--- src/pkg/addr_ext_pkg.sv ---
// Package: constants and carrier types for the flash address extension.
// Assumes a command decoder upstream that classifies each opcode.
package addr_ext_pkg;

	localparam int LEGACY_ADDR_BITS = 24;
	localparam int FULL_ADDR_BITS = 32;
	localparam int BANK_BITS = 8;
	localparam int EXT_MODE_BIT = 7;
	localparam int BANK_UPPER_BITS = FULL_ADDR_BITS - LEGACY_ADDR_BITS;
	localparam logic [BANK_BITS-1:0] BANK_RESET = 8'h00;
	localparam logic [5:0] LEGACY_ADDR_LEN = 6'h18;
	localparam logic [5:0] FULL_ADDR_LEN = 6'h20;
	localparam logic [FULL_ADDR_BITS-1:0] ADDR_ZERO = 32'h0000_0000;

	// Command classes as seen by the address path
	typedef enum logic [1:0]
	{
		CMD_LEGACY,
		CMD_NEW32,
		CMD_OTHER_SPACE,
		CMD_NO_ADDR
	} cmd_class_type;

	// One finished address phase
	typedef struct packed
	{
		logic [FULL_ADDR_BITS-1:0] addr;
		logic main_array;
		logic valid;
	} addr_out_type;

endpackage : addr_ext_pkg

--- src/core/addr_shift_in.sv ---
// Serial address collector: shifts in a chosen number of address bits.
// Assumes bits arrive MSB first, one per clock with bit_valid high.
module addr_shift_in
	import addr_ext_pkg::*;
(
	input wire logic ref_clk,
	input wire logic nrst,
	input wire logic start,
	input wire logic [5:0] len,
	input wire logic bit_valid,
	input wire logic bit_in,
	output logic done,
	output logic [FULL_ADDR_BITS-1:0] value
);

	logic [5:0] cnt_q;
	logic [5:0] cnt_d;
	logic [FULL_ADDR_BITS-1:0] sh_q;
	logic [FULL_ADDR_BITS-1:0] sh_d;
	logic done_q;
	wire logic active;
	wire logic last;

	assign active = cnt_q != 6'h00;
	assign last = active && bit_valid && cnt_q == 6'h01;
	assign cnt_d = start ? len :
		(active && bit_valid) ? cnt_q - 6'h01 : cnt_q;
	assign sh_d = start ? ADDR_ZERO :
		(active && bit_valid) ? {sh_q[FULL_ADDR_BITS-2:0], bit_in} : sh_q;

	always_ff @(posedge ref_clk or negedge nrst)
	begin
		if (!nrst)
		begin
			cnt_q <= 6'h00;
			sh_q <= ADDR_ZERO;
			done_q <= 1'b0;
		end
		else
		begin
			cnt_q <= cnt_d;
			sh_q <= sh_d;
			done_q <= last;
		end
	end

	assign done = done_q;
	assign value = sh_q;

endmodule : addr_shift_in

--- src/core/flash_address_extension.sv ---
// Flash address extension: forms the array byte address from the
// serially received address and the bank register.
// Assumes a decoder on the same clock that classifies the command and
// marks where the address phase starts.
module flash_address_extension
	import addr_ext_pkg::*;
(
	input wire logic ref_clk,
	input wire logic nrst,
	input wire logic addr_start,
	input wire cmd_class_type cmd_class,
	input wire logic addr_bit_valid,
	input wire logic addr_bit,
	input wire logic bank_wr,
	input wire logic [BANK_BITS-1:0] bank_wr_data,
	output addr_out_type addr_out,
	output logic [BANK_BITS-1:0] bank_value,
	output logic ext_mode,
	output logic [5:0] addr_len_cur
);

	typedef enum logic [1:0]
	{
		ST_IDLE,
		ST_SHIFT
	} state_type;

	state_type state_q;
	state_type state_d;
	logic [BANK_BITS-1:0] bank_q;
	logic [BANK_BITS-1:0] bank_d;
	cmd_class_type class_q;
	cmd_class_type class_d;
	logic used_bank_q;
	logic used_bank_d;
	logic [5:0] len_q;
	logic [5:0] len_d;
	addr_out_type out_q;
	addr_out_type out_d;
	wire logic ext_mode_w;
	wire logic needs_full;
	wire logic take_start;
	wire logic [5:0] len_sel;
	wire logic shift_done;
	wire logic [FULL_ADDR_BITS-1:0] shift_value;
	wire logic [FULL_ADDR_BITS-1:0] formed_addr;
	wire logic [BANK_UPPER_BITS-1:0] bank_upper;
	logic [BANK_UPPER_BITS-1:0] upper_q;
	logic [BANK_UPPER_BITS-1:0] upper_d;
	wire logic is_legacy;
	wire logic is_new32;
	wire logic is_other_space;
	wire logic is_addressed;
	wire logic bank_load;
	wire logic main_array_w;

	assign ext_mode_w = bank_q[EXT_MODE_BIT];
	// Command classes as seen by the address path
	assign is_legacy = cmd_class == CMD_LEGACY;
	assign is_new32 = cmd_class == CMD_NEW32;
	assign is_other_space = cmd_class == CMD_OTHER_SPACE;
	assign is_addressed = cmd_class != CMD_NO_ADDR;

	// New codes and separate spaces ignore the mode bit
	assign needs_full = is_new32 ||
		is_other_space ||
		(is_legacy && ext_mode_w);
	assign len_sel = needs_full ? FULL_ADDR_LEN : LEGACY_ADDR_LEN;
	// Address-less commands never open a phase
	assign take_start = state_q == ST_IDLE && addr_start && is_addressed;

	// Bank bits below the extended-mode flag are the upper address
	assign bank_upper = {1'b0, bank_q[BANK_UPPER_BITS-2:0]};
	// Upper bits frozen at start so a later write cannot split an access
	assign upper_d = take_start ? bank_upper : upper_q;

	// Received 24 bits alone stay below 16 Mbytes; bank widens them
	assign formed_addr = used_bank_q ?
		{upper_q, shift_value[LEGACY_ADDR_BITS-1:0]} :
		shift_value;
	assign main_array_w = class_q != CMD_OTHER_SPACE;

	always_comb
	begin
		state_d = state_q;
		class_d = class_q;
		used_bank_d = used_bank_q;
		len_d = len_q;
		out_d = out_q;
		out_d.valid = 1'b0;
		case (state_q)
			ST_IDLE:
			begin
				if (take_start)
				begin
					state_d = ST_SHIFT;
					class_d = cmd_class;
					used_bank_d = !needs_full;
					len_d = len_sel;
				end
			end
			ST_SHIFT:
			begin
				if (shift_done)
				begin
					state_d = ST_IDLE;
					out_d.addr = formed_addr;
					out_d.main_array = main_array_w;
					out_d.valid = 1'b1;
				end
			end
			default:
			begin
				state_d = ST_IDLE;
			end
		endcase
	end

	// Bank loads only between address phases so an access keeps its bank
	assign bank_load = bank_wr && state_q == ST_IDLE;
	assign bank_d = bank_load ? bank_wr_data : bank_q;

	addr_shift_in u_shift
	(
		.ref_clk(ref_clk),
		.nrst(nrst),
		.start(take_start),
		.len(len_sel),
		.bit_valid(addr_bit_valid),
		.bit_in(addr_bit),
		.done(shift_done),
		.value(shift_value)
	);

	always_ff @(posedge ref_clk or negedge nrst)
	begin
		if (!nrst)
		begin
			state_q <= ST_IDLE;
		end
		else
		begin
			state_q <= state_d;
		end
	end

	// Reset clears bank and mode bit, so legacy accesses start at zero
	always_ff @(posedge ref_clk or negedge nrst)
	begin
		if (!nrst)
		begin
			bank_q <= BANK_RESET;
		end
		else
		begin
			bank_q <= bank_d;
		end
	end

	always_ff @(posedge ref_clk or negedge nrst)
	begin
		if (!nrst)
		begin
			class_q <= CMD_NO_ADDR;
		end
		else
		begin
			class_q <= class_d;
		end
	end

	always_ff @(posedge ref_clk or negedge nrst)
	begin
		if (!nrst)
		begin
			used_bank_q <= 1'b0;
		end
		else
		begin
			used_bank_q <= used_bank_d;
		end
	end

	always_ff @(posedge ref_clk or negedge nrst)
	begin
		if (!nrst)
		begin
			len_q <= LEGACY_ADDR_LEN;
		end
		else
		begin
			len_q <= len_d;
		end
	end

	always_ff @(posedge ref_clk or negedge nrst)
	begin
		if (!nrst)
		begin
			out_q <= '0;
		end
		else
		begin
			out_q <= out_d;
		end
	end

	always_ff @(posedge ref_clk or negedge nrst)
	begin
		if (!nrst)
		begin
			upper_q <= '0;
		end
		else
		begin
			upper_q <= upper_d;
		end
	end

	assign addr_out = out_q;
	assign bank_value = bank_q;
	assign ext_mode = bank_q[EXT_MODE_BIT];
	assign addr_len_cur = len_q;

endmodule : flash_address_extension

--- config.mk ---
export PLATFORM = sky130hd
export DESIGN_NAME = flash_address_extension
export DESIGN_NICKNAME = d
export VERILOG_FILES = /design/src/pkg/addr_ext_pkg.sv /design/src/core/addr_shift_in.sv /design/src/core/flash_address_extension.sv
export SDC_FILE = /design/constraint.sdc
export NUM_CORES = 1
export LEC_CHECK = 0
export BUFFER_PORTS_ARGS = -buffer_cell sky130_fd_sc_hd__buf_2
export CELL_PAD_IN_SITES_DETAIL_PLACEMENT = 0
export CELL_PAD_IN_SITES_GLOBAL_PLACEMENT = 1
export CORE_ASPECT_RATIO = 0.6
export CORE_UTILIZATION = 45
export DETAILED_ROUTE_END_ITERATION = 12
export PLACE_DENSITY_LB_ADDON = 0.2
export SKIP_LAST_GASP = 1
export SYNTH_ARGS = -nofsm -noshare
export SYNTH_HDL_FRONTEND = slang
export SYNTH_HIERARCHICAL = 1
export SYNTH_SLANG_ARGS = --single-unit
--- constraint.sdc ---
create_clock -name ref_clk -period 2.12 [get_ports ref_clk]
set_input_delay 0.212 -clock ref_clk [delete_from_list [all_inputs] [get_ports ref_clk]]
set_output_delay 0.212 -clock ref_clk [all_outputs]
set_load 0.005 [all_outputs]
==> results of run 1 <==
-- layout by cell type, fill, tap and decap left out, types with 3 or more instances in the layout --
| master | instances |
|---|---|
| buf_12 | 4 |
| nor2_1 | 3 |
| buf_4 | 10 |
| mux2i_1 | 40 |
| nand2_1 | 34 |
| mux2_1 | 7 |
| a21oi_1 | 19 |
| dfstp_2 | 3 |
| conb_1 | 6 |
| nor3_1 | 3 |
| dfrtp_1 | 91 |
| ha_1 | 5 |
| mux2_4 | 20 |
| buf_2 | 60 |
| clkbuf_16 | 9 |
| inv_1 | 9 |
| mux2_2 | 16 |
-- repair_timing --
| item | in CTS | in global routing |
|---|---|---|
| endpoints found under the hold margin | 39 | 0 |
| hold buffers | 1 | 0 |
| setup endpoints to repair | 0 | 0 |
| buffers inserted | 0 | 0 |
-- sequential cells by signal (all words and copies together), names as in the netlist --
register,cells
state_q,1
addr_len_cur,2
class_q,2
u_shift/value,32
u_shift/cnt_q,6
used_bank_q,1
u_shift/done,1
addr_out,34
upper_q,7
bank_value,8
-- cells by family (layout without fill, tap and decap cells) --
logic type | count (synthesis) | in the layout
AOI/OAI and AO/OA | 34 | 34
adders and majority gates | 5 | 5
buffers and inverters | 31 | 98
DFF | 94 | 94
muxes | 83 | 83
other | 1 | 6
and+or+nand+nor | 54 | 54
-- per-stage QoR --
| step | utilization [%] | setup slack, ns | total power, mW |
|---|---|---|---|
| finish | 55.9 | 0.215 | 5.92 |
| global route | 55.9 | 0.0829 | 6.34 |
| CTS | 55.9 | 0.216 | 6.00 |
| detailed placement | 52.5 | 0.273 | 4.42 |
| global placement | 52.5 | 0.347 | 4.36 |
| floorplan | - | 0.445 | 3.81 |
-- worst paths after layout --
kind,cells past startpoint,start,to,slack [ns]
max in group asynchronous,3,nrst,bank_value[6]$_DFFE_PN0P_,1.01
worst max-delay path,5,u_shift/cnt_q[0]$_DFFE_PN0P_,u_shift/value[31]$_DFFE_PN0P_,0.22
worst min-delay path,2,bank_wr_data[4],bank_value[4]$_DFFE_PN0P_,0.11
min in group asynchronous,2,nrst,addr_len_cur[5]$_DFFE_PN0P_,0.42
worst min register to register,1,upper_q[4]$_DFFE_PN0P_,upper_q[4]$_DFFE_PN0P_,0.49
worst max register to register,5,u_shift/cnt_q[0]$_DFFE_PN0P_,u_shift/value[31]$_DFFE_PN0P_,0.22
-- power by group --
group	internal (mW)	switching, mW
Sequential	2.42	0.429
Combinational	0.830	0.705
Clock	0.924	0.611
-- layout make-up --
cell class | count | area (sq um)
Clock buffer | 11 | 243
Clock inverter | 2 | 35.0
Fill cell | 745 | 3800
Inverter | 10 | 37.5
Multi-Input combinational cell | 182 | 1540
Sequential cell | 94 | 2360
Tap cell | 112 | 140
Timing Repair Buffer | 75 | 465
-- layer usage --
| layer | track usage [%] | vias to the layer above |
|---|---|---|
| li1 | - | 1179 |
| met4 | 5.22 | 0 |
| met3 | 5.13 | 9 |
| met2 | 25.6 | 55 |
| met5 | 0 | - |
| met1 | 27.0 | 1248 |
==> impl_metrics.toml, run 1 <==
[logic_synthesis]
yosys-top-cells-count = "dfrtp_1 (91), mux2i_1 (40), nand2_1 (34)"
synthArstFlopShare_pct = 100
ys_ff_latch = 94
synth-warning-count = 6
synthXorXnorAreaFrac_pct = 0
yosysMostFrequentCell = "dfrtp_1"
synth_edf_count = 0
syn_avg_cell_area_sq_um = 13.4
synth_top_family_by_area = "multiplexers"
synth_cell_types = 44
yosys-top-cells-area = "dfrtp_1 (56%), mux2i_1 (9.9%), mux2_4 (7.4%), mux2_2 (4.5%), nand2_1 (3.2%)"
syn-cell-area_sq_um = 4040
netlist.area_leader.share_pct = 56.4
synth_flop_cell = "dfrtp_1"
yosysTopAreaCell = "dfrtp_1"
synth_fa_ha_area_share_pct = 1.55
synth_compound_area_share_pct = 5.27
synth_mux_area_share_pct = 23.8
yosys.area_share.simple_pct = 6.69
seq_area_frac_synth_pct = 58.4
synthCells = 302

[floorplanning]
rows = 26
core_sq_um = 8620
die_w_um = 124
dieArea_sq_um = 9370
io_pins = 65
dieHeight_um = 75.4
start_util_pct = 46.8

[detailed_routing]
post_drt_wl_per_cell_um = 15.8
met3_length_um = 291
top_layer_used = "met4"
wl_met2_um = 3280
drtAntennaViolNets = 0
via_per_inst = 5.13
drt-initial-drc-count = 159
drt-total-wl_um = 7690
dr.pass1.iters = 4
drc = 0
vias = 2491
met1_length_um = 4030

[global_route]
grt_overflow_total = 0
grt_usage_pct = 18.0
grt_pass1_wl_um = 12900
grt_max_degree = 45
grt_pass1_vias = 2435
antenna_found_initial = 0

[clocking]
clkTransAtPathRegs_ns = 0.06
clk_latency_ns = 0.33
cts_inserted_buffers = 9
htreeDepth = 3
cts_root_buffer = "clkbuf_16"
cts.sinks = 94
cts_buffer_depth = 2
cts_tree = "yes"
ctsResizeCount = 0

[layout]
final_cell_area_sq_um = 4820
n_antenna_cell = 0
syn2layout_area_growth_pct = 19.3
fin_nets = 393
fin_cells = 486
drive_above_1_share_pct = 35.0

[power_and_ir_drop]
p_leak_nw = 2.44
powerDensity_nw_per_um2 = 1230
ir_drop_mv = 0.671

[setup_path]
slowest_stage = "or3b_2"
slowest_delay_ns = 0.48
cp-end-kind = "flip-flop"
critPathKind = "flip-flop to flip-flop"
worstPathMaxFanout = 5
worst_ep_required_time_ns = 2.37
path_delay_family = "simple AND/OR/NAND/NOR gates"
path_cells = "inv_1, ha_1, or3b_2, o21ai_1, mux2i_1"
critical_path_arrival_ns = 2.16
cp_num_buf_inv = 1
worstSetupStartpointType = "flip-flop"

[job]
max_cap_viol_count = 0

[timing]
totalNegativeSetupSlack_ns = 0
fmax_mhz = 525
hold_viol = 0
relSlewSlack_pct = 60.9
tightest_slew_ns = 0.587
fin_worst_skew_ns = 0.00601
post-route-period-util_pct = 89.8
drv_slew = 0
grt_setup_unrepaired = "no"
post-route-min-period_ns = 1.90
setup_viol = 0
hold_ws_ns = 0.109

[status]
status = "finished clean"

[placement]
place.gp.congestion = 0.800
hpwl_um = 5120
placed_area_sq_um = 4530
numPortBuffers = 61
dp.cells = 472

[worst_hold_path]
hp-class = "input pin to flip-flop"
Power figures use the tool's default switching activity.
==> run 2: changes to the inputs <==
CORE_UTILIZATION = 47   (was 45)
CTS_BUF_LIST = sky130_fd_sc_hd__clkbuf_2 sky130_fd_sc_hd__clkbuf_4 sky130_fd_sc_hd__clkbuf_8   (was unset)
==> impl_metrics.toml, run 2 (synthesized netlist as in run 1, its figures left out) <==
[setup_path]
critical_path_arrival_ns = 2.19
r2r.worst_path.cells = 5
worstPathMaxFanout = 5
worst_ep_required_time_ns = 2.40
cp-end-kind = "flip-flop"
critPathKind = "flip-flop to flip-flop"
worstSetupStartpointType = "flip-flop"
r2r_slack_ns = 0.20

[floorplanning]
start_util_pct = 49.8
die_w_um = 122
io_pins = 65
rows = 25
dieHeight_um = 73.8
core_sq_um = 8100
dieArea_sq_um = 8980

[clocking]
cts_root_buffer = "clkbuf_8"
cts_tree = "yes"
cts.sinks = 94
htreeDepth = 3
cts_inserted_buffers = 9
clk_latency_ns = 0.35
cts_buffer_depth = 2
clkTransAtPathRegs_ns = 0.09
ctsResizeCount = 0

[power_and_ir_drop]
powerDensity_nw_per_um2 = 1180
p_leak_nw = 2.39
ir_drop_mv = 0.680

[global_route]
grt_usage_pct = 18.6
grt_pass1_vias = 2427
grt_max_degree = 45
grt_overflow_total = 0
grt_pass1_wl_um = 12400
antenna_found_initial = 0

[detailed_routing]
drt-total-wl_um = 7650
drt-initial-drc-count = 111
drc = 0
drtAntennaViolNets = 0
post_drt_wl_per_cell_um = 15.8
vias = 2456
dr.pass1.iters = 4
via_per_inst = 5.06

[placement]
dp_slack_ns = 0.242
hpwl_um = 5230
place.gp.congestion = 0.828
numPortBuffers = 61
placed_area_sq_um = 4500

[layout]
mostFrequentLayoutCells = "dfrtp_1 (91), buf_2 (60), mux2i_1 (40)"
largest_reg_flops = 34
final_common_cell = "dfrtp_1"
n_antenna_cell = 0
multi_input_area_sq_um = 1540
drive_above_1_share_pct = 35.8
fin_nets = 393
n_fill_cell = 678
syn2layout_area_growth_pct = 16.5
seqCellArea_sq_um = 2360
final_cell_area_sq_um = 4700

[timing]
post-route-min-period_ns = 1.92
grt_setup_unrepaired = "no"
drv_slew = 0
totalNegativeSetupSlack_ns = 0
setup_viol = 0
hold_viol = 0
fmax_mhz = 522
tightest_slew_ns = 0.562
fin_ws_ns = 0.203
relSlewSlack_pct = 62.5
fin_worst_skew_ns = 0.00906
post-route-period-util_pct = 90.4

[status]
status = "finished clean"

[worst_hold_path]
hp-class = "input pin to flip-flop"
min_path_cells = 2

[job]
max_cap_viol_count = 0
## run 2: report_power, final
group          internal [mW]  switching [mW]  total, mW
Clock                  0.557           0.609       1.17
Sequential              2.42           0.447       2.87
Combinational          0.827           0.702       1.53
Total                   3.80            1.76       5.56
## run 2: stage by stage
stage / hold WS, ns / util [%] / total power [mW] / instances
2_1_floorplan: -0.0836 / - / 3.81 / 307
5_1_grt: 0.0681 / 58.0 / 5.93 / 485
6_report: 0.0855 / 58.0 / 5.56 / 485
3_5_place_dp: 0.246 / 55.5 / 4.44 / 468
4_1_cts: 0.0650 / 58.0 / 5.64 / 485
3_3_place_gp: 0.244 / 55.5 / 4.37 / 468
## run 2: repair_timing
action	in CTS	in global routing
hold buffers	1	0
setup buffers	0	0
hold endpoints to repair	40	0
## run 2: path summary, 6_finish.rpt
kind / from / end
min in group asynchronous: nrst / bank_value[1]$_DFFE_PN0P_
worst min-delay path: bank_wr_data[3] / bank_value[3]$_DFFE_PN0P_
max in group asynchronous: nrst / class_q[0]$_DFFE_PN1P_
worst max-delay path: u_shift/cnt_q[0]$_DFFE_PN0P_ / u_shift/value[31]$_DFFE_PN0P_
worst max register to register: u_shift/cnt_q[0]$_DFFE_PN0P_ / u_shift/value[31]$_DFFE_PN0P_
worst min register to register: upper_q[2]$_DFFE_PN0P_ / upper_q[2]$_DFFE_PN0P_
## run 2: worst max-delay path, stage by stage, from the launching register on
cell and delay (ns):
dfrtp_1 0.43, inv_1 0.13, ha_1 0.20, or3b_2 0.49, o21ai_1 0.36, mux2i_1 0.23
## run 2: cell type report
cell class | count | share of cell area, %
clock buffer | 10 | 2.79
clock inverter | 6 | 1.30
inverter | 10 | 0.798
timing repair buffer | 75 | 9.37
multi-input combinational | 182 | 32.8
tap | 108 | 2.87
sequential | 94 | 50.1
## run 2: metal layers
layer | part of all wire, % | global-route usage (%) | wire, um | vias up
met1 | 52 | 27.0 | 3960 | 1212
met5 | 0 | 0 | 0 | -
li1 | - | - | - | 1184
met3 | 3.5 | 5.12 | 264 | 9
met2 | 44 | 26.8 | 3330 | 51
met4 | 1.1 | 6.58 | 87 | 0
